===== src/can_ts_pkg.sv =====
package can_ts_pkg;

  // Register byte offsets
  localparam logic [7:0] TBC_LOW_OFS  = 8'h00;
  localparam logic [7:0] TBC_HIGH_OFS = 8'h04;
  localparam logic [7:0] TSCTL_OFS    = 8'h08;
  localparam logic [7:0] TSPRE_OFS    = 8'h0c;
  localparam logic [7:0] VECH_OFS     = 8'h10;
  localparam logic [7:0] VECL_OFS     = 8'h14;
  localparam logic [7:0] IEN_OFS      = 8'h18;
  localparam logic [7:0] IFLAG_OFS    = 8'h1c;

  // Timestamp control fields
  localparam int TBEN_BIT   = 0;
  localparam int EOFSEL_BIT = 1;
  localparam int FDSEL_BIT  = 2;
  localparam int PRE_W      = 10;

  // Implemented-bit masks
  localparam logic [15:0] TSCTL_MASK = 16'h0007;
  localparam logic [15:0] TSPRE_MASK = 16'h03ff;
  localparam logic [15:0] IEN_MASK   = 16'hfc1f;
  localparam logic [15:0] IFLAG_CLR  = 16'hf00c;

  // Reset values
  localparam logic [15:0] TSCTL_RST = 16'h0000;
  localparam logic [15:0] TSPRE_RST = 16'h0000;
  localparam logic [15:0] IEN_RST   = 16'h0000;
  localparam logic [31:0] TBC_RST   = 32'h0000_0000;

  // Enable and flag bit positions
  localparam int IVM_BIT = 15;
  localparam int WAK_BIT = 14;
  localparam int BER_BIT = 13;
  localparam int SER_BIT = 12;
  localparam int ROV_BIT = 11;
  localparam int TAT_BIT = 10;
  localparam int TEF_BIT = 4;
  localparam int MOD_BIT = 3;
  localparam int TBO_BIT = 2;
  localparam int RXO_BIT = 1;
  localparam int TXO_BIT = 0;

  // Vector codes
  localparam logic [6:0] CODE_NONE  = 7'h40;
  localparam logic [6:0] CODE_BERR  = 7'h41;
  localparam logic [6:0] CODE_WAKE  = 7'h42;
  localparam logic [6:0] CODE_RXOV  = 7'h43;
  localparam logic [6:0] CODE_ADDR  = 7'h44;
  localparam logic [6:0] CODE_MAB   = 7'h45;
  localparam logic [6:0] CODE_TBOV  = 7'h46;
  localparam logic [6:0] CODE_MODE  = 7'h47;
  localparam logic [6:0] CODE_IVM   = 7'h48;
  localparam logic [6:0] CODE_TEF   = 7'h49;
  localparam logic [6:0] CODE_TXAT  = 7'h4a;

  localparam logic [1:0] RESP_OKAY   = 2'b00;
  localparam logic [1:0] RESP_SLVERR = 2'b10;

  // Frame position pulses from the bit engine
  typedef struct packed {
    logic sofSample;
    logic fdfSample;
    logic fdfValue;
    logic afterFdfSample;
    logic rxEofValid;
    logic txEofValid;
  } frame_event_type;

  // Controller-wide event pulses and status levels
  typedef struct packed {
    logic       invalidMsg;
    logic       wakeup;
    logic       busError;
    logic       mabFault;
    logic       addrFault;
    logic       modeChange;
    logic       rxOverflowAny;
    logic       txAttemptAny;
    logic       tefAny;
    logic [7:0] receive_fifo_flag;
    logic [7:0] transmit_fifo_flag;
  } ctrl_status_type;

  typedef enum logic [2:0] {
    STAMP_IDLE = 3'b001,
    STAMP_FDF  = 3'b010,
    STAMP_NEXT = 3'b100
  } stamp_state_type;

endpackage : can_ts_pkg


===== src/can_timestamp_vector.sv =====
// What this block does
// - Enabled counter advances once per prescaler period
// - Enable cleared stops counter, zeroes count
// - Counter writes, when enabled, load that half and clear prescaler count
// - Prescaler N advances every N+1 clocks
// - FD stamp after FDF bit or SOF
// - End-of-frame stamp on valid rx/tx frame
// - Otherwise classical at SOF, FD per select
// - Receive code: highest FIFO 1-7, else 0x40
// - Transmit code: highest FIFO 0-7, else 0x40
// - Read-only matched filter number field
// - General code: attempt, event, invalid, mode, overflow
// - General code: MESSAGE_ASSEMBLY_BUFFER, address, rxov, wake, error
// - General code FIFO n, else 0x40
// - Upper-byte enables, read/write, reset zero
// - Lower-byte enables, read/write, reset zero
// - Unimplemented bits read zero, ignore writes
// - Counter 32 bits, upper half companion
// - Sticky flags set by hardware, cleared by software; receive overflow, attempt, event and FIFO flags follow status levels
`timescale 1ns/1ps
`default_nettype none

module can_timestamp_vector
  import can_ts_pkg::*;
(
  input  wire logic            ref_clk,
  input  wire logic            srst,
  input  wire logic [7:0]      s_axi_awaddr,
  input  wire logic            s_axi_awvalid,
  output var  logic            s_axi_awready,
  input  wire logic [31:0]     s_axi_wdata,
  input  wire logic [3:0]      s_axi_wstrb,
  input  wire logic            s_axi_wvalid,
  output var  logic            s_axi_wready,
  output var  logic [1:0]      s_axi_bresp,
  output var  logic            s_axi_bvalid,
  input  wire logic            s_axi_bready,
  input  wire logic [7:0]      s_axi_araddr,
  input  wire logic            s_axi_arvalid,
  output var  logic            s_axi_arready,
  output var  logic [31:0]     s_axi_rdata,
  output var  logic [1:0]      s_axi_rresp,
  output var  logic            s_axi_rvalid,
  input  wire logic            s_axi_rready,
  input  wire frame_event_type frameEv,
  input  wire ctrl_status_type ctrlSt,
  input  wire logic [4:0]      filterHit,
  input  wire logic            filterHitValid,
  output var  logic [31:0]     stampValue,
  output var  logic            stampValid,
  output var  logic            canIrq
);

  // Highest set bit index of an 8-bit vector, with presence
  function automatic logic [3:0] top_index(input logic [7:0] v);
    logic [3:0] r;
    r = 4'h0;
    for (int i = 0; i < 8; i++) begin
      if (v[i]) begin
        r = {1'b1, 3'(i)};
      end
    end
    return r;
  endfunction : top_index

  // Merge write data into a 16-bit register under strobes and mask
  function automatic logic [15:0] merge16(input logic [15:0] old, input logic [31:0] d,
                                          input logic [3:0] s, input logic [15:0] m);
    logic [15:0] n;
    n = old;
    if (s[0]) begin
      n[7:0] = d[7:0];
    end
    if (s[1]) begin
      n[15:8] = d[15:8];
    end
    return n & m;
  endfunction : merge16

  // Storage
  logic [31:0]        time_base_counter_r;
  logic [PRE_W-1:0]   preCnt_r;
  logic [15:0]        tsctl_r;
  logic [15:0]        tspre_r;
  logic [15:0]        ien_r;
  logic [15:0]        iflag_r;
  logic               mabCause_r;
  logic               addrCause_r;
  logic [4:0]         filter_match_number_r;
  logic [6:0]         receive_vector_code_r;
  logic [6:0]         transmit_vector_code_r;
  logic [6:0]         genCode_r;
  logic [31:0]        sofStamp_r;
  stamp_state_type    stampState_r;
  stamp_state_type    stampState_nxt;

  // AXI slave state
  logic        awHeld_r;
  logic        wHeld_r;
  logic [7:0]  awAddr_r;
  logic [31:0] wData_r;
  logic [3:0]  wStrb_r;

  // Control field decode
  wire                   time_base_enable           = tsctl_r[TBEN_BIT];
  wire                   end_of_frame_stamp_select  = tsctl_r[EOFSEL_BIT];
  wire                   fd_stamp_point_select      = tsctl_r[FDSEL_BIT];
  wire logic [PRE_W-1:0] time_base_prescaler        = tspre_r[PRE_W-1:0];

  // Write channel handshake
  wire awFire   = s_axi_awvalid & s_axi_awready;
  wire wFire    = s_axi_wvalid & s_axi_wready;
  wire addrHave = awHeld_r | awFire;
  wire dataHave = wHeld_r | wFire;
  wire doWrite  = addrHave & dataHave & ~s_axi_bvalid;
  wire logic [7:0]  wAddr = awHeld_r ? awAddr_r : s_axi_awaddr;
  wire logic [31:0] wData = wHeld_r ? wData_r : s_axi_wdata;
  wire logic [3:0]  wStrb = wHeld_r ? wStrb_r : s_axi_wstrb;
  wire wrTbcLow  = doWrite & (wAddr == TBC_LOW_OFS);
  wire wrTbcHigh = doWrite & (wAddr == TBC_HIGH_OFS);
  wire wrTsctl   = doWrite & (wAddr == TSCTL_OFS);
  wire wrTspre   = doWrite & (wAddr == TSPRE_OFS);
  wire wrIen     = doWrite & (wAddr == IEN_OFS);
  wire wrIflag   = doWrite & (wAddr == IFLAG_OFS);
  wire wrMapped  = wrTbcLow | wrTbcHigh | wrTsctl | wrTspre | wrIen | wrIflag |
                   (wAddr == VECH_OFS) | (wAddr == VECL_OFS);

  // Time base tick and overflow
  wire tbWrite  = wrTbcLow | wrTbcHigh;
  wire tbTick   = time_base_enable & ~tbWrite & (preCnt_r == time_base_prescaler);
  wire tbWrap   = tbTick & (time_base_counter_r == 32'hffff_ffff);

  // Flag set and clear terms; software writes 0 to clear a clearable flag
  wire logic [15:0] flagSet;
  wire logic [15:0] flagClr;
  assign flagSet[IVM_BIT] = ctrlSt.invalidMsg;
  assign flagSet[WAK_BIT] = ctrlSt.wakeup;
  assign flagSet[BER_BIT] = ctrlSt.busError;
  assign flagSet[SER_BIT] = ctrlSt.mabFault | ctrlSt.addrFault;
  assign flagSet[MOD_BIT] = ctrlSt.modeChange;
  assign flagSet[TBO_BIT] = tbWrap;
  assign {flagSet[11:4], flagSet[1:0]} = '0;
  assign flagClr = wrIflag ? (~merge16(16'hffff, wData, wStrb, 16'hffff) & IFLAG_CLR) : 16'h0;

  // Live flag view: sticky bits plus level status from elsewhere
  wire logic [15:0] flagView;
  assign flagView[IVM_BIT:SER_BIT] = iflag_r[IVM_BIT:SER_BIT];
  assign flagView[ROV_BIT] = ctrlSt.rxOverflowAny;
  assign flagView[TAT_BIT] = ctrlSt.txAttemptAny;
  assign flagView[9:5]     = 5'h00;
  assign flagView[TEF_BIT] = ctrlSt.tefAny;
  assign flagView[MOD_BIT] = iflag_r[MOD_BIT];
  assign flagView[TBO_BIT] = iflag_r[TBO_BIT];
  assign flagView[RXO_BIT] = |ctrlSt.receive_fifo_flag[7:1];
  assign flagView[TXO_BIT] = |ctrlSt.transmit_fifo_flag;
  wire logic [15:0] pend = flagView & ien_r;

  // FIFO code selection, highest index first
  wire logic [7:0] rxValid = {ctrlSt.receive_fifo_flag[7:1], 1'b0};
  wire logic [3:0] rxTop   = top_index(rxValid);
  wire logic [3:0] txTop   = top_index(ctrlSt.transmit_fifo_flag);
  wire logic [7:0] anyFifo = (ien_r[RXO_BIT] ? rxValid : 8'h00) |
                             (ien_r[TXO_BIT] ? ctrlSt.transmit_fifo_flag : 8'h00);
  wire logic [3:0] anyTop  = top_index(anyFifo);
  wire logic [6:0] rxCodeNxt = rxTop[3] ? {4'h0, rxTop[2:0]} : CODE_NONE;
  wire logic [6:0] txCodeNxt = txTop[3] ? {4'h0, txTop[2:0]} : CODE_NONE;

  // General code priority chain, higher code first
  wire logic [6:0] genCodeNxt =
    pend[TAT_BIT]                  ? CODE_TXAT :
    pend[TEF_BIT]                  ? CODE_TEF  :
    pend[IVM_BIT]                  ? CODE_IVM  :
    pend[MOD_BIT]                  ? CODE_MODE :
    pend[TBO_BIT]                  ? CODE_TBOV :
    (pend[SER_BIT] & mabCause_r)   ? CODE_MAB  :
    (pend[SER_BIT] & addrCause_r)  ? CODE_ADDR :
    pend[ROV_BIT]                  ? CODE_RXOV :
    pend[WAK_BIT]                  ? CODE_WAKE :
    pend[BER_BIT]                  ? CODE_BERR :
    anyTop[3]                      ? {4'h0, anyTop[2:0]} :
                                     CODE_NONE;

  // Read decode, unimplemented bits zero
  wire logic [15:0] rdMux =
    (s_axi_araddr == TBC_LOW_OFS)  ? time_base_counter_r[15:0] :
    (s_axi_araddr == TBC_HIGH_OFS) ? time_base_counter_r[31:16] :
    (s_axi_araddr == TSCTL_OFS)    ? tsctl_r :
    (s_axi_araddr == TSPRE_OFS)    ? tspre_r :
    (s_axi_araddr == VECH_OFS)     ? {1'b0, receive_vector_code_r, 1'b0, transmit_vector_code_r} :
    (s_axi_araddr == VECL_OFS)     ? {3'b000, filter_match_number_r, 1'b0, genCode_r} :
    (s_axi_araddr == IEN_OFS)      ? ien_r :
    (s_axi_araddr == IFLAG_OFS)    ? flagView : 16'h0000;
  wire rdMapped = (s_axi_araddr == TBC_LOW_OFS) | (s_axi_araddr == TBC_HIGH_OFS) |
                  (s_axi_araddr == TSCTL_OFS) | (s_axi_araddr == TSPRE_OFS) |
                  (s_axi_araddr == VECH_OFS) | (s_axi_araddr == VECL_OFS) |
                  (s_axi_araddr == IEN_OFS) | (s_axi_araddr == IFLAG_OFS);

  // Write channel: take address and data in either order
  always_ff @(posedge ref_clk) begin
    if (srst) begin
      s_axi_awready <= 1'b0;
      s_axi_wready  <= 1'b0;
      awHeld_r      <= 1'b0;
      wHeld_r       <= 1'b0;
      awAddr_r      <= 8'h00;
      wData_r       <= 32'h0;
      wStrb_r       <= 4'h0;
      s_axi_bvalid  <= 1'b0;
      s_axi_bresp   <= RESP_OKAY;
    end else begin
      if (awFire) begin
        awHeld_r <= 1'b1;
        awAddr_r <= s_axi_awaddr;
      end
      if (wFire) begin
        wHeld_r <= 1'b1;
        wData_r <= s_axi_wdata;
        wStrb_r <= s_axi_wstrb;
      end
      if (doWrite) begin
        awHeld_r     <= 1'b0;
        wHeld_r      <= 1'b0;
        s_axi_bvalid <= 1'b1;
        s_axi_bresp  <= wrMapped ? RESP_OKAY : RESP_SLVERR;
      end else if (s_axi_bvalid & s_axi_bready) begin
        s_axi_bvalid <= 1'b0;
      end
      s_axi_awready <= ~addrHave & ~doWrite & ~s_axi_awready & ~s_axi_bvalid;
      s_axi_wready  <= ~dataHave & ~doWrite & ~s_axi_wready & ~s_axi_bvalid;
    end
  end

  // Read channel: one read at a time, data registered
  always_ff @(posedge ref_clk) begin
    if (srst) begin
      s_axi_arready <= 1'b0;
      s_axi_rvalid  <= 1'b0;
      s_axi_rdata   <= 32'h0;
      s_axi_rresp   <= RESP_OKAY;
    end else begin
      if (s_axi_arvalid & s_axi_arready) begin
        s_axi_arready <= 1'b0;
        s_axi_rvalid  <= 1'b1;
        s_axi_rdata   <= {16'h0000, rdMux};
        s_axi_rresp   <= rdMapped ? RESP_OKAY : RESP_SLVERR;
      end else if (s_axi_rvalid & s_axi_rready) begin
        s_axi_rvalid <= 1'b0;
      end else begin
        s_axi_arready <= ~s_axi_rvalid & ~s_axi_arready;
      end
    end
  end

  // Control registers, writable bits only
  always_ff @(posedge ref_clk) begin
    if (srst) begin
      tsctl_r <= TSCTL_RST;
      tspre_r <= TSPRE_RST;
      ien_r   <= IEN_RST;
    end else begin
      if (wrTsctl) begin
        tsctl_r <= merge16(tsctl_r, wData, wStrb, TSCTL_MASK);
      end
      if (wrTspre) begin
        tspre_r <= merge16(tspre_r, wData, wStrb, TSPRE_MASK);
      end
      if (wrIen) begin
        ien_r <= merge16(ien_r, wData, wStrb, IEN_MASK);
      end
    end
  end

  // Prescaler and 32-bit time base
  always_ff @(posedge ref_clk) begin
    if (srst) begin
      time_base_counter_r <= TBC_RST;
      preCnt_r            <= '0;
    end else if (!time_base_enable) begin
      time_base_counter_r <= TBC_RST;
      preCnt_r            <= '0;
    end else if (tbWrite) begin
      preCnt_r <= '0;
      if (wrTbcLow) begin
        time_base_counter_r[15:0] <= merge16(time_base_counter_r[15:0], wData, wStrb, 16'hffff);
      end
      if (wrTbcHigh) begin
        time_base_counter_r[31:16] <= merge16(time_base_counter_r[31:16], wData, wStrb, 16'hffff);
      end
    end else if (tbTick) begin
      preCnt_r            <= '0;
      time_base_counter_r <= time_base_counter_r + 32'h1;
    end else begin
      preCnt_r <= preCnt_r + 10'h001;
    end
  end

  // Sticky flags, set wins over clear
  always_ff @(posedge ref_clk) begin
    if (srst) begin
      iflag_r     <= 16'h0000;
      mabCause_r  <= 1'b0;
      addrCause_r <= 1'b0;
    end else begin
      iflag_r <= ((iflag_r & ~flagClr) | flagSet) & IFLAG_CLR;
      if (ctrlSt.mabFault) begin
        mabCause_r <= 1'b1;
      end else if (flagClr[SER_BIT]) begin
        mabCause_r <= 1'b0;
      end
      if (ctrlSt.addrFault) begin
        addrCause_r <= 1'b1;
      end else if (flagClr[SER_BIT]) begin
        addrCause_r <= 1'b0;
      end
    end
  end

  // Vector codes, filter hit and request
  always_ff @(posedge ref_clk) begin
    if (srst) begin
      receive_vector_code_r              <= CODE_NONE;
      transmit_vector_code_r              <= CODE_NONE;
      genCode_r             <= CODE_NONE;
      filter_match_number_r <= 5'h00;
      canIrq                <= 1'b0;
    end else begin
      receive_vector_code_r  <= rxCodeNxt;
      transmit_vector_code_r  <= txCodeNxt;
      genCode_r <= genCodeNxt;
      canIrq    <= |pend;
      if (filterHitValid) begin
        filter_match_number_r <= filterHit;
      end
    end
  end

  // Frame stamp sequencer next state
  always_comb begin
    stampState_nxt = stampState_r;
    case (stampState_r)
      STAMP_IDLE: begin
        if (frameEv.sofSample & ~end_of_frame_stamp_select) begin
          stampState_nxt = STAMP_FDF;
        end
      end
      STAMP_FDF: begin
        if (frameEv.fdfSample) begin
          stampState_nxt = (frameEv.fdfValue & fd_stamp_point_select) ? STAMP_NEXT : STAMP_IDLE;
        end
      end
      STAMP_NEXT: begin
        if (frameEv.afterFdfSample) begin
          stampState_nxt = STAMP_IDLE;
        end
      end
      default: stampState_nxt = STAMP_IDLE;
    endcase
  end

  // Frame stamp capture
  always_ff @(posedge ref_clk) begin
    if (srst) begin
      stampState_r <= STAMP_IDLE;
      sofStamp_r   <= 32'h0;
      stampValue   <= 32'h0;
      stampValid   <= 1'b0;
    end else begin
      stampState_r <= stampState_nxt;
      stampValid   <= 1'b0;
      if (frameEv.sofSample) begin
        sofStamp_r <= time_base_counter_r;
      end
      if (end_of_frame_stamp_select & (frameEv.rxEofValid | frameEv.txEofValid)) begin
        stampValue <= time_base_counter_r;
        stampValid <= 1'b1;
      end else if (stampState_r == STAMP_FDF && frameEv.fdfSample &&
                   !(frameEv.fdfValue && fd_stamp_point_select)) begin
        stampValue <= sofStamp_r;
        stampValid <= 1'b1;
      end else if (stampState_r == STAMP_NEXT && frameEv.afterFdfSample) begin
        stampValue <= time_base_counter_r;
        stampValid <= 1'b1;
      end
    end
  end

endmodule : can_timestamp_vector

`default_nettype wire


===== config.mk =====
export PLATFORM = sky130hd
export DESIGN_NAME = can_timestamp_vector
export DESIGN_NICKNAME = d
export VERILOG_FILES = /design/src/can_ts_pkg.sv /design/src/can_timestamp_vector.sv
export SDC_FILE = /design/constraint.sdc
export NUM_CORES = 1
export LEC_CHECK = 0
export ABC_AREA = 1
export CAP_MARGIN = 20
export CELL_PAD_IN_SITES_DETAIL_PLACEMENT = 1
export CELL_PAD_IN_SITES_GLOBAL_PLACEMENT = 2
export CORE_ASPECT_RATIO = 1.2
export CORE_MARGIN = 2
export CORE_UTILIZATION = 38
export DETAILED_ROUTE_END_ITERATION = 12
export DONT_BUFFER_PORTS = 1
export GPL_TIMING_DRIVEN = 0
export PLACE_DENSITY_LB_ADDON = 0.15
export SLEW_MARGIN = 15
export SYNTH_ARGS = -nofsm -noshare
export SYNTH_HDL_FRONTEND = slang
export SYNTH_SLANG_ARGS = --single-unit

===== constraint.sdc =====
create_clock -name ref_clk -period 5 [get_ports ref_clk]
set_input_delay 0.25 -clock ref_clk [delete_from_list [all_inputs] [get_ports ref_clk]]
set_output_delay 0.25 -clock ref_clk [all_outputs]
set_load 0.005 [all_outputs]

# Yosys cells after proc, flatten, opt, wreduce, memory -nomap -nowiden
# Index checks and enable logic that the tools add are counted.
[word_totals] in_bits=96 ff_bits=232 elab_cells=247 output_inout_bits=75
[op_classes] muxes=78 n_reduce_logical=35 eq_ne=26 bitwise=65 addsub=2
[ops] op="$mux W16" count=12
[ops] op="$mux W32" count=5
[ops] op="$mux W4" count=33
[ops] op="$eq A8 B5 Y1 const B" count=8
[ops] op="$mux W8" count=7
[ops] op="$add A32 B1 Y32 const B" count=1
[ops] op="$and A16 B16 Y16" count=2
[ops] op="$eq A32 B32 Y1 const B" count=1
[ops] op="$eq A8 B4 Y1 const B" count=4
[ops] op="$not A16 Y16" count=2
[ops] op="$and A1 B1 Y1" count=28
[ops] op="$mux W7" count=3
[ops] op="$or A1 B1 Y1" count=18
[ops] op="$eq A8 B3 Y1 const B" count=2
[ops] op="$logic_not A8 Y1" count=2
[ops] op="$or A16 B16 Y16" count=1
[ops] op="$reduce_or A16 Y1" count=1
[ops] op="$reduce_and A3 Y1" count=5
[ops] op="$ne A2 B2 Y1 const B" count=7
[ops] op="$not A1 Y1" count=13
[ops] op="$mux W3" count=4
[ops] op="$reduce_or A2 Y1" count=6
[ops] op="$reduce_or A11 Y1" count=1
[ops] op="$add A10 B1 Y10 const B" count=1
[ops] op="other kinds (16)" count=39

# Depth between registers and ports, before layout
# Gate-level depths: netlist of run 1.
[logic_depth] word_depth=21 mapped_depth=17 mapped_depth_nobuf=17

# Worst setup path before layout of run 1
# OpenSTA, ideal clock, no wires.
[synth_timing] path_kind="register to register" startpoint="register awHeld_r" endpoint="register time_base_counter_r[17]" arrival_ns=1.781 path_stages_with_launch=13 synth_period_minus_slack_ns=1.900 setup_time_ns=0.119 required_time_ns=4.881 setup_slack_ns=3.100 cell_sequence="dfxtp_1 buf_6 inv_2 or2_1 o21ai_4 inv_1 nor2_2 nand2_4 nor2_2 nand3b_4 inv_2 o21ai_0 nor2_1"
[synth_between] elab_chain_cells=10
[synth_lines] element="start: declaration" line_no="can_timestamp_vector.sv:98" rtl="logic awHeld_r;"
[synth_lines] element="start signal: assignment" line_no="can_timestamp_vector.sv:203" rtl="awHeld_r <= 1'b0;"
[synth_lines] element="start signal: assignment" line_no="can_timestamp_vector.sv:212" rtl="awHeld_r <= 1'b1;"
[synth_lines] element="start signal: assignment" line_no="can_timestamp_vector.sv:221" rtl="awHeld_r <= 1'b0;"
[synth_lines] element="$or A1 B1 Y1" line_no="can_timestamp_vector.sv:113" rtl="wire addrHave = awHeld_r | awFire;"
[synth_lines] element="$and A1 B1 Y1 (2 in a row)" line_no="can_timestamp_vector.sv:115" rtl="wire doWrite = addrHave & dataHave & ~s_axi_bvalid;"
[synth_lines] element="$and A1 B1 Y1, on equally long branches" line_no="can_timestamp_vector.sv:119, can_timestamp_vector.sv:120"
[synth_lines] element="$or A1 B1 Y1" line_no="can_timestamp_vector.sv:129" rtl="wire tbWrite = wrTbcLow | wrTbcHigh;"
[synth_lines] element="$not A1 Y1" line_no="can_timestamp_vector.sv:130" rtl="wire tbTick = time_base_enable & ~tbWrite & (preCnt_r == time_base_prescaler);"
[synth_lines] element="$and A1 B1 Y1 (2 in a row)" line_no="can_timestamp_vector.sv:130"
[synth_lines] element="$reduce_bool A2 Y1 (no line)"
[synth_lines] element="$reduce_and A3 Y1 (no line)"
[synth_lines] element="end signal: assignment" line_no="can_timestamp_vector.sv:287" rtl="time_base_counter_r[31:16] <= merge16(time_base_counter_r[31:16], wData, wStrb, 16'hffff);"
[synth_lines] element="end signal: assignment" line_no="can_timestamp_vector.sv:291" rtl="time_base_counter_r <= time_base_counter_r + 32'h1;"
[synth_lines] element="end: declaration" line_no="can_timestamp_vector.sv:81" rtl="logic [31:0] time_base_counter_r;"
# Parallel ways exist; a longest one is shown, timed or not.
# A chain may end at the register's enable or synchronous reset.

# Worst setup path after layout of run 1
[layout_timing] startpoint="register time_base_counter_r[1]" endpoint="register iflag_r[2]"
[layout_between] elab_chain_cells=3
[layout_lines] element="start signal: assignment" line_no="can_timestamp_vector.sv:284" rtl="time_base_counter_r[15:0] <= merge16(time_base_counter_r[15:0], wData, wStrb, 16'hffff);"
[layout_lines] element="start signal: assignment" line_no="can_timestamp_vector.sv:291"
[layout_lines] element="$eq A32 B32 Y1" line_no="can_timestamp_vector.sv:131" rtl="wire tbWrap = tbTick & (time_base_counter_r == 32'hffff_ffff);"
[layout_lines] element="$and A1 B1 Y1" line_no="can_timestamp_vector.sv:131"
[layout_lines] element="$or A16 B16 Y16" line_no="can_timestamp_vector.sv:304" rtl="iflag_r <= ((iflag_r & ~flagClr) | flagSet) & IFLAG_CLR;"
[layout_lines] element="end signal: assignment" line_no="can_timestamp_vector.sv:304"
[layout_lines] element="end: declaration" line_no="can_timestamp_vector.sv:86" rtl="logic [15:0] iflag_r;"
# No other way between the ends.

==> flow_summary.rst, run 1 <==
.. list-table::
   :header-rows: 1

   * - Metric
     - Value
   * - Share of flip-flops with an asynchronous set or reset after synthesis
     - 0%
   * - Initial cell density of the core
     - 38.8%
   * - Resize count post-CTS
     - 0
   * - Top FF cell, synth
     - sky130_fd_sc_hd__dfxtp_1
   * - MaxCap Viol Count
     - 0
   * - Count of final hold-check violations
     - 0
   * - Commonest non-fill, non-tap cell in the layout
     - sky130_fd_sc_hd__nand2_1
   * - Total of fill cells in the finished design
     - 3408
   * - Number of flops mapped to enable cells by yosys
     - 0
   * - Final Non-Filler Cells
     - 1931
   * - Cell family with the largest share of critical-path delay
     - simple AND/OR/NAND/NOR gates
   * - Clk_lat worst skew
     - 0.54 ns
   * - I/O pin total
     - 171
   * - Synthesis-to-finish area growth
     - 19.2%
   * - Residual overflow from global routing
     - 0
   * - Worst slack after detailed placement
     - 2.49 ns
   * - Critical-path top delay cell
     - sky130_fd_sc_hd__dfxtp_1
   * - RSZ-0062 raised after global routing
     - no
   * - Max stage delay on crit path
     - 0.47 ns
   * - Routed wire length per instance
     - 20.1 um
   * - Pins over their slew limit
     - 0
   * - Mapped cell area
     - 10300 sq um
   * - Via count of the routed design
     - 10300
   * - Die area
     - 28300 sq um
   * - H-tree depth
     - 1
   * - Wire length of the first global-routing pass
     - 59.3 mm
   * - Share of total power in combinational logic
     - 10.2%
   * - Critical path's most frequent cell
     - sky130_fd_sc_hd__nand2_1
   * - Detailed Place HPWL
     - 29.9 mm
   * - Number of register bits inferred by synthesis
     - 212
   * - Number of DRC violations after detailed routing
     - 0
   * - Switching share of total power
     - 26.3%
   * - All-layer global routing usage
     - 27.0%
   * - Buffers plus inverters on the worst setup path
     - 1
   * - Net switching component of the power
     - 1.08 mW
   * - Total number of clock tree sinks
     - 212
   * - Number of placement rows
     - 65
   * - TritonCTS clock tree
     - built
   * - Minimum period implied by the final worst setup slack
     - 2.60 ns
   * - Most used cells in the layout excluding fill and tap cells
     - sky130_fd_sc_hd__nand2_1, sky130_fd_sc_hd__o21ai_0, sky130_fd_sc_hd__dfxtp_1, sky130_fd_sc_hd__inv_1, sky130_fd_sc_hd__nor2_1
   * - Largest net degree at the start of global routing
     - 13
   * - Chip width
     - 154 um
   * - Ys Warns
     - 0
   * - CTS Root Cell
     - sky130_fd_sc_hd__clkbuf_16
   * - Power consumption
     - 4.10 mW
   * - Clock-pin transition on the worst setup and hold timing paths
     - 0.06 ns
   * - Worst Skew
     - 0.0148 ns
   * - Worst-margin pin slew
     - 0.971 ns
   * - Number of buffers inserted during clock tree synthesis
     - 25
   * - Final WS setup
     - 2.40 ns
   * - Floorplan core area
     - 26400 sq um
   * - Worst hold path class
     - input pin to flop
   * - PD cells
     - 335 nW/um^2
   * - Signal arrival time at the worst endpoint
     - 3.06 ns
   * - P_leak
     - 4.91 nW
   * - Placed Cells
     - 1822
   * - Setup-failing EPs final
     - 0
   * - Nets@finish
     - 1674
   * - Internal cell power
     - 3.02 mW
   * - Total iterations of the first detailed-routing run
     - 5
   * - Outcome
     - finished, final reports clean
   * - Worst voltage drop across the vdd grid
     - 0.000254 V
   * - Count of distinct cell types in the synthesized netlist
     - 51
   * - CP Max Fanout
     - 5
   * - Vias in the first global route
     - 10400
   * - Die height
     - 184 um
   * - Kind of end point of the critical path
     - flop
   * - CP startpoint kind
     - flop
   * - Final RePlAce weighted congestion
     - 0.905
   * - Clock network fraction of design power
     - 46.2%
   * - Sequential-to-total area share from yosys stat
     - 41.4%
   * - Max Buffers Root-to-Sink
     - 3
   * - Relative slew margins
     - 34.6%
   * - Synth Area per Inst
     - 6.98 sq um
   * - Start-to-end type of the worst setup path
     - flop to flop
   * - Share of cells above drive strength 1
     - 6.46%
   * - Vias per inst
     - 5.35
   * - Fin crit share
     - 52.1%
   * - Quantity of I/O buffers inserted on ports
     - 0
   * - Required time of the worst setup path
     - 5.46 ns
   * - Cell-by-cell listing of the critical path
     - ha_1 > nand2_1 > inv_1 > nand2_1 > nor2_2 > nand2_1 > nor2_4 > nand4_1 > nor2_2 > nand4_1 > a21oi_1
   * - Flop pwr share
     - 43.6%
   * - Post-route setup TNS
     - 0 ns
   * - Routed Wire Length
     - 38.9 mm
   * - Remaining antenna violation count after routing
     - 0
   * - Number of antenna violations at the first check in global routing
     - 1
   * - DRC marker count from the first detailed-route iteration
     - 488
   * - Cell count after synthesis
     - 1470
   * - Highest clock frequency the design can meet
     - 384 MHz
==> metal layers <==
layer	vias up	track usage [%]	share of wire, %
met5	-	0	0
met4	0	9.57	3.6
met3	65	4.15	4.1
met2	207	49.7	50
met1	4997	31.6	42
li1	5069	-	-
==> flip-flops by register name, summed over array words and instances (netlist names), 2 cells and up <==
| register | count |
|---|---|
| stampState_r | 3 |
| transmit_vector_code_r | 4 |
| stampValue | 32 |
| time_base_counter_r | 32 |
| filter_match_number_r | 5 |
| preCnt_r | 10 |
| awAddr_r | 8 |
| genCode_r | 5 |
| tsctl_r | 3 |
| s_axi_rdata | 16 |
| receive_vector_code_r | 4 |
| wStrb_r | 2 |
| wData_r | 16 |
| tspre_r | 10 |
| ien_r | 11 |
| sofStamp_r | 32 |
| iflag_r | 6 |
==> what timing repair did <==
| action | CTS | global route |
|---|---|---|
| hold buffers | 61 | 1 |
| setup buffers | 0 | 0 |
| endpoints found under the hold margin | 52 | 1 |
==> worst paths after layout <==
| kind | start | to | slack (ns) | cells after the start |
|---|---|---|---|---|
| worst max-delay path | time_base_counter_r[1] | iflag_r[2] | 2.40 | 11 |
| worst min-delay path | filterHitValid | filter_match_number_r[4] | 0.02 | 2 |
| worst max register to register | time_base_counter_r[1] | iflag_r[2] | 2.40 | 11 |
| worst min register to register | wStrb_r[1] | wStrb_r[1] | 0.46 | 2 |
==> layout make-up <==
cell class / count / area, sq um / area share [%]
buffer: 83 / 407 / 3.33
tap: 335 / 419 / 3.43
multi-input combinational: 1019 / 5020 / 41.1
antenna: 1 / 2.50 / 0.0205
timing repair buffer: 62 / 621 / 5.08
sequential: 212 / 4240 / 34.7
clock buffer: 38 / 785 / 6.42
clock inverter: 8 / 75.1 / 0.614
inverter: 173 / 649 / 5.31
==> Yosys cell counts, types with 2 or more instances <==
cell	number	share of area (%)
sky130_fd_sc_hd__nand2_1	245	9.0
sky130_fd_sc_hd__buf_4	21	1.5
sky130_fd_sc_hd__buf_1	7	0.26
sky130_fd_sc_hd__nor3b_1	4	0.29
sky130_fd_sc_hd__o2111ai_1	4	0.34
sky130_fd_sc_hd__nand4_1	17	1.0
sky130_fd_sc_hd__nor2_1	144	5.3
sky130_fd_sc_hd__nor4_1	9	0.55
sky130_fd_sc_hd__o21ai_4	2	0.32
sky130_fd_sc_hd__nor2_4	2	0.22
sky130_fd_sc_hd__or2_2	6	0.37
sky130_fd_sc_hd__inv_1	164	6.0
sky130_fd_sc_hd__o21ai_1	11	0.54
sky130_fd_sc_hd__a21oi_1	141	6.9
sky130_fd_sc_hd__a211oi_1	9	0.66
sky130_fd_sc_hd__o221ai_1	9	0.77
sky130_fd_sc_hd__o21ai_0	230	11
sky130_fd_sc_hd__nor2_2	4	0.24
sky130_fd_sc_hd__inv_2	8	0.29
sky130_fd_sc_hd__ha_1	2	0.24
sky130_fd_sc_hd__o31ai_1	3	0.22
sky130_fd_sc_hd__xor2_1	23	2.0
sky130_fd_sc_hd__xnor2_1	2	0.17
sky130_fd_sc_hd__a31oi_1	4	0.24
sky130_fd_sc_hd__clkbuf_1	52	1.9
sky130_fd_sc_hd__o22ai_1	6	0.37
sky130_fd_sc_hd__dfxtp_1	212	41
sky130_fd_sc_hd__nand3_1	64	3.1
sky130_fd_sc_hd__nor3_1	33	1.6
sky130_fd_sc_hd__o211ai_1	2	0.15
sky130_fd_sc_hd__mux2i_1	4	0.39
sky130_fd_sc_hd__nand2_2	5	0.31
sky130_fd_sc_hd__buf_6	2	0.22
sky130_fd_sc_hd__or2_1	2	0.12
==> worst reg2reg max path, stage by stage, from the launching register on <==
cell and delay, ns:
sky130_fd_sc_hd__dfxtp_1 0.47, sky130_fd_sc_hd__ha_1 0.23, sky130_fd_sc_hd__nand2_1 0.07, sky130_fd_sc_hd__inv_1 0.11, sky130_fd_sc_hd__nand2_1 0.07, sky130_fd_sc_hd__nor2_2 0.21, sky130_fd_sc_hd__nand2_1 0.21, sky130_fd_sc_hd__nor2_4 0.22
sky130_fd_sc_hd__nand4_1 0.18, sky130_fd_sc_hd__nor2_2 0.26, sky130_fd_sc_hd__nand4_1 0.28, sky130_fd_sc_hd__a21oi_1 0.20
==> kinds of logic after synthesis <==
| family | after synthesis | synth area share, % |
|---|---|---|
| flops | 212 | 41.4 |
| buf+inv | 256 | 10.3 |
| mux | 4 | 0.390 |
| simple gates | 543 | 23.1 |
| compound gates | 427 | 22.4 |
| fa+ha+maj | 2 | 0.244 |
| other cells | 1 | 0.0366 |
| xor+xnor | 25 | 2.14 |
==> power by group through the flow <==
stage	logic, mW	clock network (mW)	registers, mW
final	0.416	1.89	1.79
after global routing	0.467	1.98	1.79
after CTS	0.415	1.92	1.79
after detailed placement	0.373	0	1.82
after global placement	0.368	0	1.82
after floorplan	0.258	0	1.81
==> stage by stage <==
step	util (%)	cell area [sq um]	hold WS, ns
CTS	46.2	12200	0.000145
detailed placement	40.6	10700	0.370
global route	46.2	12200	0.0313
global placement	40.6	10700	0.366
floorplan	-	10300	0.364
finish	46.2	12200	0.0171
Note: power is estimated with default switching activity, not from simulation.
==> inputs of run 2 (changes only) <==
Settings changed: CORE_UTILIZATION 38 to 32.
Clock period 5 ns to 2.1 ns, I/O delays scaled along.
==> run 2 against run 1 <==
Against the previous run:
- sequential share of layout area is 2.1 points lower
- flip-flop and latch count stayed put
- combinational power grew to 2.7 times the previous value
- final area is 6.8% higher
- the flow now finishes with violations (design-rule violations, negative hold slack, negative setup slack)
==> flow_summary.rst, run 2 (synthesized netlist as in run 1, its figures left out) <==
.. list-table::
   :header-rows: 1

   * - Metric
     - Value
   * - Outcome
     - complete, but fails checks
   * - Violated checks
     - design-rule violations, negative hold slack, negative setup slack
   * - Worst Skew
     - 0.0211 ns (+0.00630 ns)
   * - Detailed Place HPWL
     - 31.6 mm (+5.6%)
   * - H-tree depth
     - 1 (unchanged)
   * - Clk_lat worst skew
     - 0.55 ns (about the same)
   * - Fin crit share
     - 102% (+50 points)
   * - Number of placement rows
     - 71 (+9.2%)
   * - Wire length of the first global-routing pass
     - 64.0 mm (+7.9%)
   * - Worst slack after detailed placement
     - -0.505 ns (-2.99 ns)
   * - Kind of end point of the critical path
     - flop
   * - Commonest non-fill, non-tap cell in the layout
     - sky130_fd_sc_hd__nand2_1
   * - Die height
     - 200 um (+8.8%)
   * - I/O pin total
     - 171 (unchanged)
   * - Number of antenna violations at the first check in global routing
     - 0 (-1)
   * - Pins over their slew limit
     - 0 (unchanged)
   * - Required time of the worst setup path
     - 2.54 ns (-2.92 ns)
   * - Area of combinational cells with multiple inputs
     - 5270 sq um (+5.0%)
   * - Routed Wire Length
     - 41.7 mm (+7.4%)
   * - Minimum period implied by the final worst setup slack
     - 2.15 ns (-0.454 ns)
   * - Remaining antenna violation count after routing
     - 0 (unchanged)
   * - Nets@finish
     - 1723 (+2.9%)
   * - Residual overflow from global routing
     - 0 (unchanged)
   * - Fin Hold WS
     - -0.0280 ns (-0.0451 ns)
   * - Final RePlAce weighted congestion
     - 0.854 (-5.7%)
   * - CTS Root Cell
     - sky130_fd_sc_hd__clkbuf_16
   * - Vias per inst
     - 5.16 (-3.7%)
   * - Chip width
     - 167 um (+8.7%)
   * - Count of final hold-check violations
     - 1 (+1)
   * - Floorplan core area
     - 31400 sq um (+19%)
   * - Worst-margin pin slew
     - 0.901 ns (-0.0707 ns)
   * - Most used cells in the layout excluding fill and tap cells
     - sky130_fd_sc_hd__nand2_1, sky130_fd_sc_hd__o21ai_0, sky130_fd_sc_hd__dfxtp_1, sky130_fd_sc_hd__inv_1, sky130_fd_sc_hd__a21oi_1
   * - DRC marker count from the first detailed-route iteration
     - 459 (-5.9%)
   * - Total iterations of the first detailed-routing run
     - 9 (+4)
   * - Synthesis-to-finish area growth
     - 27.2%
   * - Start-to-end type of the worst setup path
     - flop to flop
   * - Max Buffers Root-to-Sink
     - 3 (unchanged)
   * - Worst hold path class
     - input pin to flop
   * - Vias in the first global route
     - 11000 (+5.8%)
   * - Number of buffers inserted during clock tree synthesis
     - 26 (+4.0%)
   * - MaxCap Viol Count
     - 0 (unchanged)
   * - Via count of the routed design
     - 10500 (+2.0%)
   * - Routed wire length per instance
     - 20.4 um (+1.4%)
   * - Biggest registers after layout
     - sofStamp_r: 32 flops, stampValue: 32 flops, time_base_counter_r: 32 flops
   * - Number of DRC violations after detailed routing
     - 10 (+10)
   * - Power consumption
     - 9.99 mW (+140%)
   * - Number of inserted diodes
     - 0 (-1)
   * - Setup-failing EPs final
     - 14 (+14)
   * - Quantity of I/O buffers inserted on ports
     - 0 (unchanged)
   * - PD cells
     - 766 nW/um^2 (+130%)
   * - Initial cell density of the core
     - 32.6% (-6.2 points)
   * - Register-to-register setup slack
     - -0.05 ns (-2.45 ns)
   * - Highest clock frequency the design can meet
     - 465 MHz (+21%)
   * - Clock-pin transition on the worst setup and hold timing paths
     - 0.06 ns (about the same)
   * - Signal arrival time at the worst endpoint
     - 2.59 ns (-0.47 ns)
   * - Total of fill cells in the finished design
     - 3980 (+17%)
   * - TritonCTS clock tree
     - built
   * - CP startpoint kind
     - flop
   * - P_leak
     - 5.29 nW (+7.7%)
   * - Post-route setup TNS
     - -0.319 ns (-0.319 ns)
   * - Share of cells above drive strength 1
     - 11.3% (+4.9 points)
   * - Relative slew margins
     - 40.0% (+5.4 points)
   * - Final WS setup
     - -0.0496 ns (-2.45 ns)
   * - Total number of clock tree sinks
     - 212 (unchanged)
   * - Reg area
     - 4260 sq um (+0.32%)
   * - CP Max Fanout
     - 5 (unchanged)
   * - Largest net degree at the start of global routing
     - 14 (+1)
   * - All-layer global routing usage
     - 24.5% (-2.5 points)
   * - Die area
     - 33500 sq um (+18%)
   * - RSZ-0062 raised after global routing
     - yes
   * - Worst voltage drop across the vdd grid
     - 0.000569 V (+120%)
[run 2: area by class of cell]
class	instances	share of cell area, %
Tap cell	401	3.85
Inverter	173	5.05
Sequential cell	212	32.6
Timing Repair Buffer	113	8.28
Clock buffer	34	5.45
Clock inverter	13	1.19
Multi-Input combinational cell	1020	40.4
Buffer	79	3.16
[run 2: final timing paths]
check | endpoint | from | cells past startpoint
worst max register to register | ien_r[4] | awHeld_r | 14
worst min-delay path | genCode_r[6] | ctrlSt[3] | 5
worst min register to register | wData_r[13] | wData_r[13] | 2
worst max-delay path | ien_r[4] | awHeld_r | 14
[run 2: timing repair]
item                       in CTS  in global routing
pin swaps                      15                 14
gates cloned                    1                  1
gates resized for setup        51                 56
hold buffers                   86                  0
setup endpoints to repair      68                 79
setup buffers                  18                  8
hold endpoints to repair       62                  0
[run 2: metal layers]
| layer | wire, um | track usage [%] | vias up |
|---|---|---|---|
| li1 | - | - | 5176 |
| met1 | 17500 | 29.2 | 5093 |
| met2 | 21200 | 45.1 | 214 |
| met3 | 1730 | 3.75 | 65 |
| met4 | 1280 | 7.27 | 0 |
| met5 | 0 | 0 | - |
[run 2: critical path: stages, from the launching register on]
cell and delay (ns):
sky130_fd_sc_hd__dfxtp_2 0.34, sky130_fd_sc_hd__buf_6 0.13, sky130_fd_sc_hd__inv_4 0.04, sky130_fd_sc_hd__or2_1 0.21, sky130_fd_sc_hd__o21ai_2 0.08, sky130_fd_sc_hd__inv_1 0.07
sky130_fd_sc_hd__nor2_2 0.09, sky130_fd_sc_hd__nand2_1 0.09, sky130_fd_sc_hd__nor2_2 0.15, sky130_fd_sc_hd__inv_2 0.06, sky130_fd_sc_hd__nor4_4 0.27, sky130_fd_sc_hd__buf_6 0.18
sky130_fd_sc_hd__nand2_4 0.09, sky130_fd_sc_hd__o21ai_1 0.19, sky130_fd_sc_hd__a21oi_2 0.05
[run 2: report_power, final]
group	internal (mW)	switching, mW
clock	2.75	1.87
combinational	0.386	0.720
sequential	4.17	0.0902
total	7.31	2.68
[run 2: per-stage QoR]
| stage | utilization (%) | hold WS [ns] | cells | area [sq um] |
|---|---|---|---|---|
| detailed placement | 34.4 | 0.224 | 1888 | 10800 |
| finish | 41.5 | -0.0280 | 2045 | 13000 |
| floorplan | - | 0.219 | 1487 | 10300 |
| CTS | 40.8 | 0.0128 | 2038 | 12800 |
| global placement | 34.4 | 0.221 | 1888 | 10800 |
| global route | 41.5 | 0.00859 | 2045 | 13000 |
==> inputs of run 3 (changes only) <==
Settings changed: CAP_MARGIN 20 to 10, PLACE_DENSITY_LB_ADDON 0.15 to 0.1.
==> run 3 against run 2 <==
Against the previous run:
- the run ends with design-rule violations, negative setup slack left
- count of clock-buffer cells in the layout increased by 1
- final cell count is 1.4% higher
- hold slack better by 0.049 ns
- critical path depth up 1
- largest power group unchanged
- combinational power up 5%
==> flow_summary.rst, run 3 (synthesized netlist as in run 1, its figures left out) <==
.. list-table::
   :header-rows: 1

   * - Metric
     - Value
   * - Outcome
     - complete, but fails checks
   * - Violated checks
     - design-rule violations, negative setup slack
   * - Register-to-register setup slack
     - -0.17 ns (-0.12 ns)
   * - Worst-margin pin slew
     - 0.933 ns (+0.0328 ns)
   * - Switching share of total power
     - 26.4% (-0.45 points)
   * - Worst reg2reg startpoint
     - awHeld_r
   * - Quantity of I/O buffers inserted on ports
     - 0 (unchanged)
   * - Final WS setup
     - -0.168 ns (-0.118 ns)
   * - Worst hold path endpoint
     - stampValid
   * - Internal cell power
     - 7.49 mW (+2.4%)
   * - Floorplan core area
     - 31400 sq um (unchanged)
   * - Fin Hold WS
     - 0.0210 ns (+0.0491 ns)
   * - Number of inserted diodes
     - 0 (unchanged)
   * - Number of antenna violations at the first check in global routing
     - 3 (+3)
   * - I/O pin total
     - 171 (unchanged)
   * - Number of buffers inserted during clock tree synthesis
     - 25 (-3.8%)
   * - Count of final hold-check violations
     - 0 (-1)
   * - Relative slew margins
     - 37.1% (-2.8 points)
   * - Remaining antenna violation count after routing
     - 0 (unchanged)
   * - CP startpoint kind
     - flop
   * - Chip width
     - 167 um (unchanged)
   * - Largest net degree at the start of global routing
     - 14 (unchanged)
   * - Routed Wire Length
     - 42.5 mm (+1.8%)
   * - Wire length of the first global-routing pass
     - 64.0 mm (about the same)
   * - Share of cells above drive strength 1
     - 14.8% (+3.5 points)
   * - Share of total power in combinational logic
     - 11.5% (+0.4 points)
   * - Depth of the worst hold-timing path
     - 4 (-1)
   * - Worst Skew
     - 0.0110 ns (-0.0100 ns)
   * - Start-to-end type of the worst setup path
     - flop to flop
   * - Worst hold path class
     - input pin to flop
   * - Worst slack after detailed placement
     - -0.464 ns (+0.0406 ns)
   * - Total of fill cells in the finished design
     - 3959 (-0.53%)
   * - Number of DRC violations after detailed routing
     - 3 (-7)
   * - Residual overflow from global routing
     - 0 (unchanged)
   * - Vias in the first global route
     - 11100 (+0.88%)
   * - Clk_lat worst skew
     - 0.55 ns (about the same)
   * - Flop pwr share
     - 41.9% (-0.7 points)
   * - Number of cell instances on the worst register-to-register path
     - 15 (+1)
   * - Highest clock frequency the design can meet
     - 441 MHz (-5.2%)
   * - Biggest registers after layout
     - sofStamp_r: 32 flops, stampValue: 32 flops, time_base_counter_r: 32 flops
   * - Nets@finish
     - 1755 (+1.9%)
   * - Signal arrival time at the worst endpoint
     - 2.76 ns (+0.17 ns)
   * - CP Max Fanout
     - 5 (unchanged)
   * - Commonest non-fill, non-tap cell in the layout
     - sky130_fd_sc_hd__nand2_1
   * - PD cells
     - 752 nW/um^2 (-1.8%)
   * - Worst voltage drop across the vdd grid
     - 0.000477 V (-16%)
   * - Minimum period implied by the final worst setup slack
     - 2.27 ns (+0.118 ns)
   * - Power consumption
     - 10.2 mW (+1.8%)
   * - Die height
     - 200 um (unchanged)
   * - MaxCap Viol Count
     - 0 (unchanged)
   * - H-tree depth
     - 1 (unchanged)
   * - Detailed Place HPWL
     - 31.6 mm (+0.30%)
   * - DRC marker count from the first detailed-route iteration
     - 460 (+0.22%)
   * - Clock network fraction of design power
     - 46.6% (+0.3 points)
   * - Final Non-Filler Cells
     - 2074 (+1.4%)
   * - Number of placement rows
     - 71 (unchanged)
   * - Initial cell density of the core
     - 32.6% (unchanged)
   * - Kind of end point of the critical path
     - flop
   * - CTS Root Cell
     - sky130_fd_sc_hd__clkbuf_16
   * - Most used cells in the layout excluding fill and tap cells
     - sky130_fd_sc_hd__nand2_1, sky130_fd_sc_hd__dfxtp_1, sky130_fd_sc_hd__o21ai_0, sky130_fd_sc_hd__inv_1, sky130_fd_sc_hd__a21oi_1
   * - Synthesis-to-finish area growth
     - 31.9%
   * - Capturing point of the worst reg2reg path
     - s_axi_bresp[1]
   * - Pins over their slew limit
     - 0 (unchanged)
   * - Setup-failing EPs final
     - 17 (+3)
   * - Max Buffers Root-to-Sink
     - 3 (unchanged)
   * - Fin crit share
     - 108% (+5.6 points)
   * - Net switching component of the power
     - 2.69 mW (about the same)
   * - Clock-pin transition on the worst setup and hold timing paths
     - 0.06 ns (about the same)
   * - Total number of clock tree sinks
     - 212 (unchanged)
   * - Total iterations of the first detailed-routing run
     - 8 (-1)
   * - P_leak
     - 5.42 nW (+2.6%)
   * - Routed wire length per instance
     - 20.5 um (+0.39%)
   * - Die area
     - 33500 sq um (unchanged)
   * - All-layer global routing usage
     - 24.6% (+0.13 points)
   * - RSZ-0062 raised after global routing
     - yes
   * - Vias per inst
     - 5.16 (about the same)
   * - Hold wc startpoint
     - frameEv[4]
   * - Final RePlAce weighted congestion
     - 0.864 (+1.1%)
   * - Placed Cells
     - 1888 (unchanged)
   * - TritonCTS clock tree
     - built
   * - Required time of the worst setup path
     - 2.59 ns (+0.05 ns)
   * - Via count of the routed design
     - 10700 (+1.5%)
-- run 3: changes by cell type in the layout (fill, tap and decap cells not counted), moves of 4 or more --
cell	before	now
sky130_fd_sc_hd__clkinv_2	8	2
sky130_fd_sc_hd__a21oi_1	138	133
sky130_fd_sc_hd__buf_4	40	63
sky130_fd_sc_hd__nor2_1	136	130
sky130_fd_sc_hd__nor2_2	6	12
sky130_fd_sc_hd__dlygate4sd3_1	86	90
sky130_fd_sc_hd__o21ai_1	20	29
sky130_fd_sc_hd__a21oi_2	3	8
sky130_fd_sc_hd__nand3_1	59	55
sky130_fd_sc_hd__o21ai_2	8	18
sky130_fd_sc_hd__inv_4	2	6
sky130_fd_sc_hd__nand2_1	238	233
sky130_fd_sc_hd__o21ai_0	214	195
-- run 3: worst max path at each step --
| stage | start | to | slack (ns) | depth (start not counted) |
|---|---|---|---|---|
| final | awHeld_r | s_axi_bresp[1] | -0.17 | 15 |
| after CTS | awHeld_r | iflag_r[2] | -0.05 | 13 |
| after global placement | time_base_counter_r[1] | iflag_r[2] | -0.46 | 11 |
| after global routing | awHeld_r | s_axi_bresp[1] | -0.26 | 15 |
| after floorplan | awHeld_r | time_base_counter_r[17] | 0.20 | 12 |
| after detailed placement | time_base_counter_r[1] | iflag_r[2] | -0.46 | 11 |
-- run 3: area by class of cell --
class / instances / area (sq um) / share of cell area, %
buffer: 80 / 424 / 3.14
clock buffer: 35 / 723 / 5.35
clock inverter: 8 / 158 / 1.17
inverter: 173 / 667 / 4.93
multi-input combinational: 1020 / 5440 / 40.2
sequential: 212 / 4260 / 31.5
tap: 401 / 502 / 3.71
timing repair buffer: 144 / 1350 / 9.96
timing repair inverter: 1 / 6.26 / 0.0463
-- run 3: stage by stage --
stage          util [%]  setup TNS [ns]  cell area (sq um)
2_1_floorplan         -               0              10300
3_3_place_gp       34.4          -13.79              10800
3_5_place_dp       34.4          -15.99              10800
4_1_cts            41.8          -0.288              13200
5_1_grt            43.0           -5.38              13500
6_report           43.0          -0.503              13500
-- run 3: power by group through the flow --
stage	sequential [mW]	clock [mW]	combinational, mW
after floorplan	4.32	0	0.613
after global placement	4.33	0	0.897
after detailed placement	4.34	0	0.911
after CTS	4.26	4.85	1.13
after global routing	4.27	4.99	1.29
final	4.26	4.74	1.17
-- run 3: layer usage --
metal | global-route usage [%] | part of all wire [%] | vias to the layer above
met5 | 0 | 0.066 | -
li1 | - | - | 5236
met4 | 8.51 | 3.6 | 4
met3 | 4.23 | 4.5 | 85
met2 | 45.8 | 51 | 219
met1 | 28.1 | 41 | 5157
-- run 3: what timing repair did --
item | 4_1_cts | 5_1_grt
pin swaps | 27 | 28
setup buffers | 45 | 10
hold buffers | 90 | 0
hold endpoints to repair | 63 | 0
gates cloned | 1 | 3
endpoints found under the setup margin | 70 | 64
resized for setup | 80 | 99
-- run 3: critical path, stage by stage (launching register included) --
cell                       delay (ns)
sky130_fd_sc_hd__dfxtp_2         0.33
sky130_fd_sc_hd__buf_6           0.13
sky130_fd_sc_hd__buf_4           0.14
sky130_fd_sc_hd__nor2_1          0.09
sky130_fd_sc_hd__inv_1           0.06
sky130_fd_sc_hd__nand2_2         0.14
sky130_fd_sc_hd__nor2_2          0.07
sky130_fd_sc_hd__buf_4           0.13
sky130_fd_sc_hd__buf_4           0.12
sky130_fd_sc_hd__buf_4           0.12
sky130_fd_sc_hd__buf_4           0.12
sky130_fd_sc_hd__buf_4           0.12
sky130_fd_sc_hd__buf_4           0.12
sky130_fd_sc_hd__o211ai_1        0.24
sky130_fd_sc_hd__nand4_1         0.18
sky130_fd_sc_hd__nand2_1         0.09
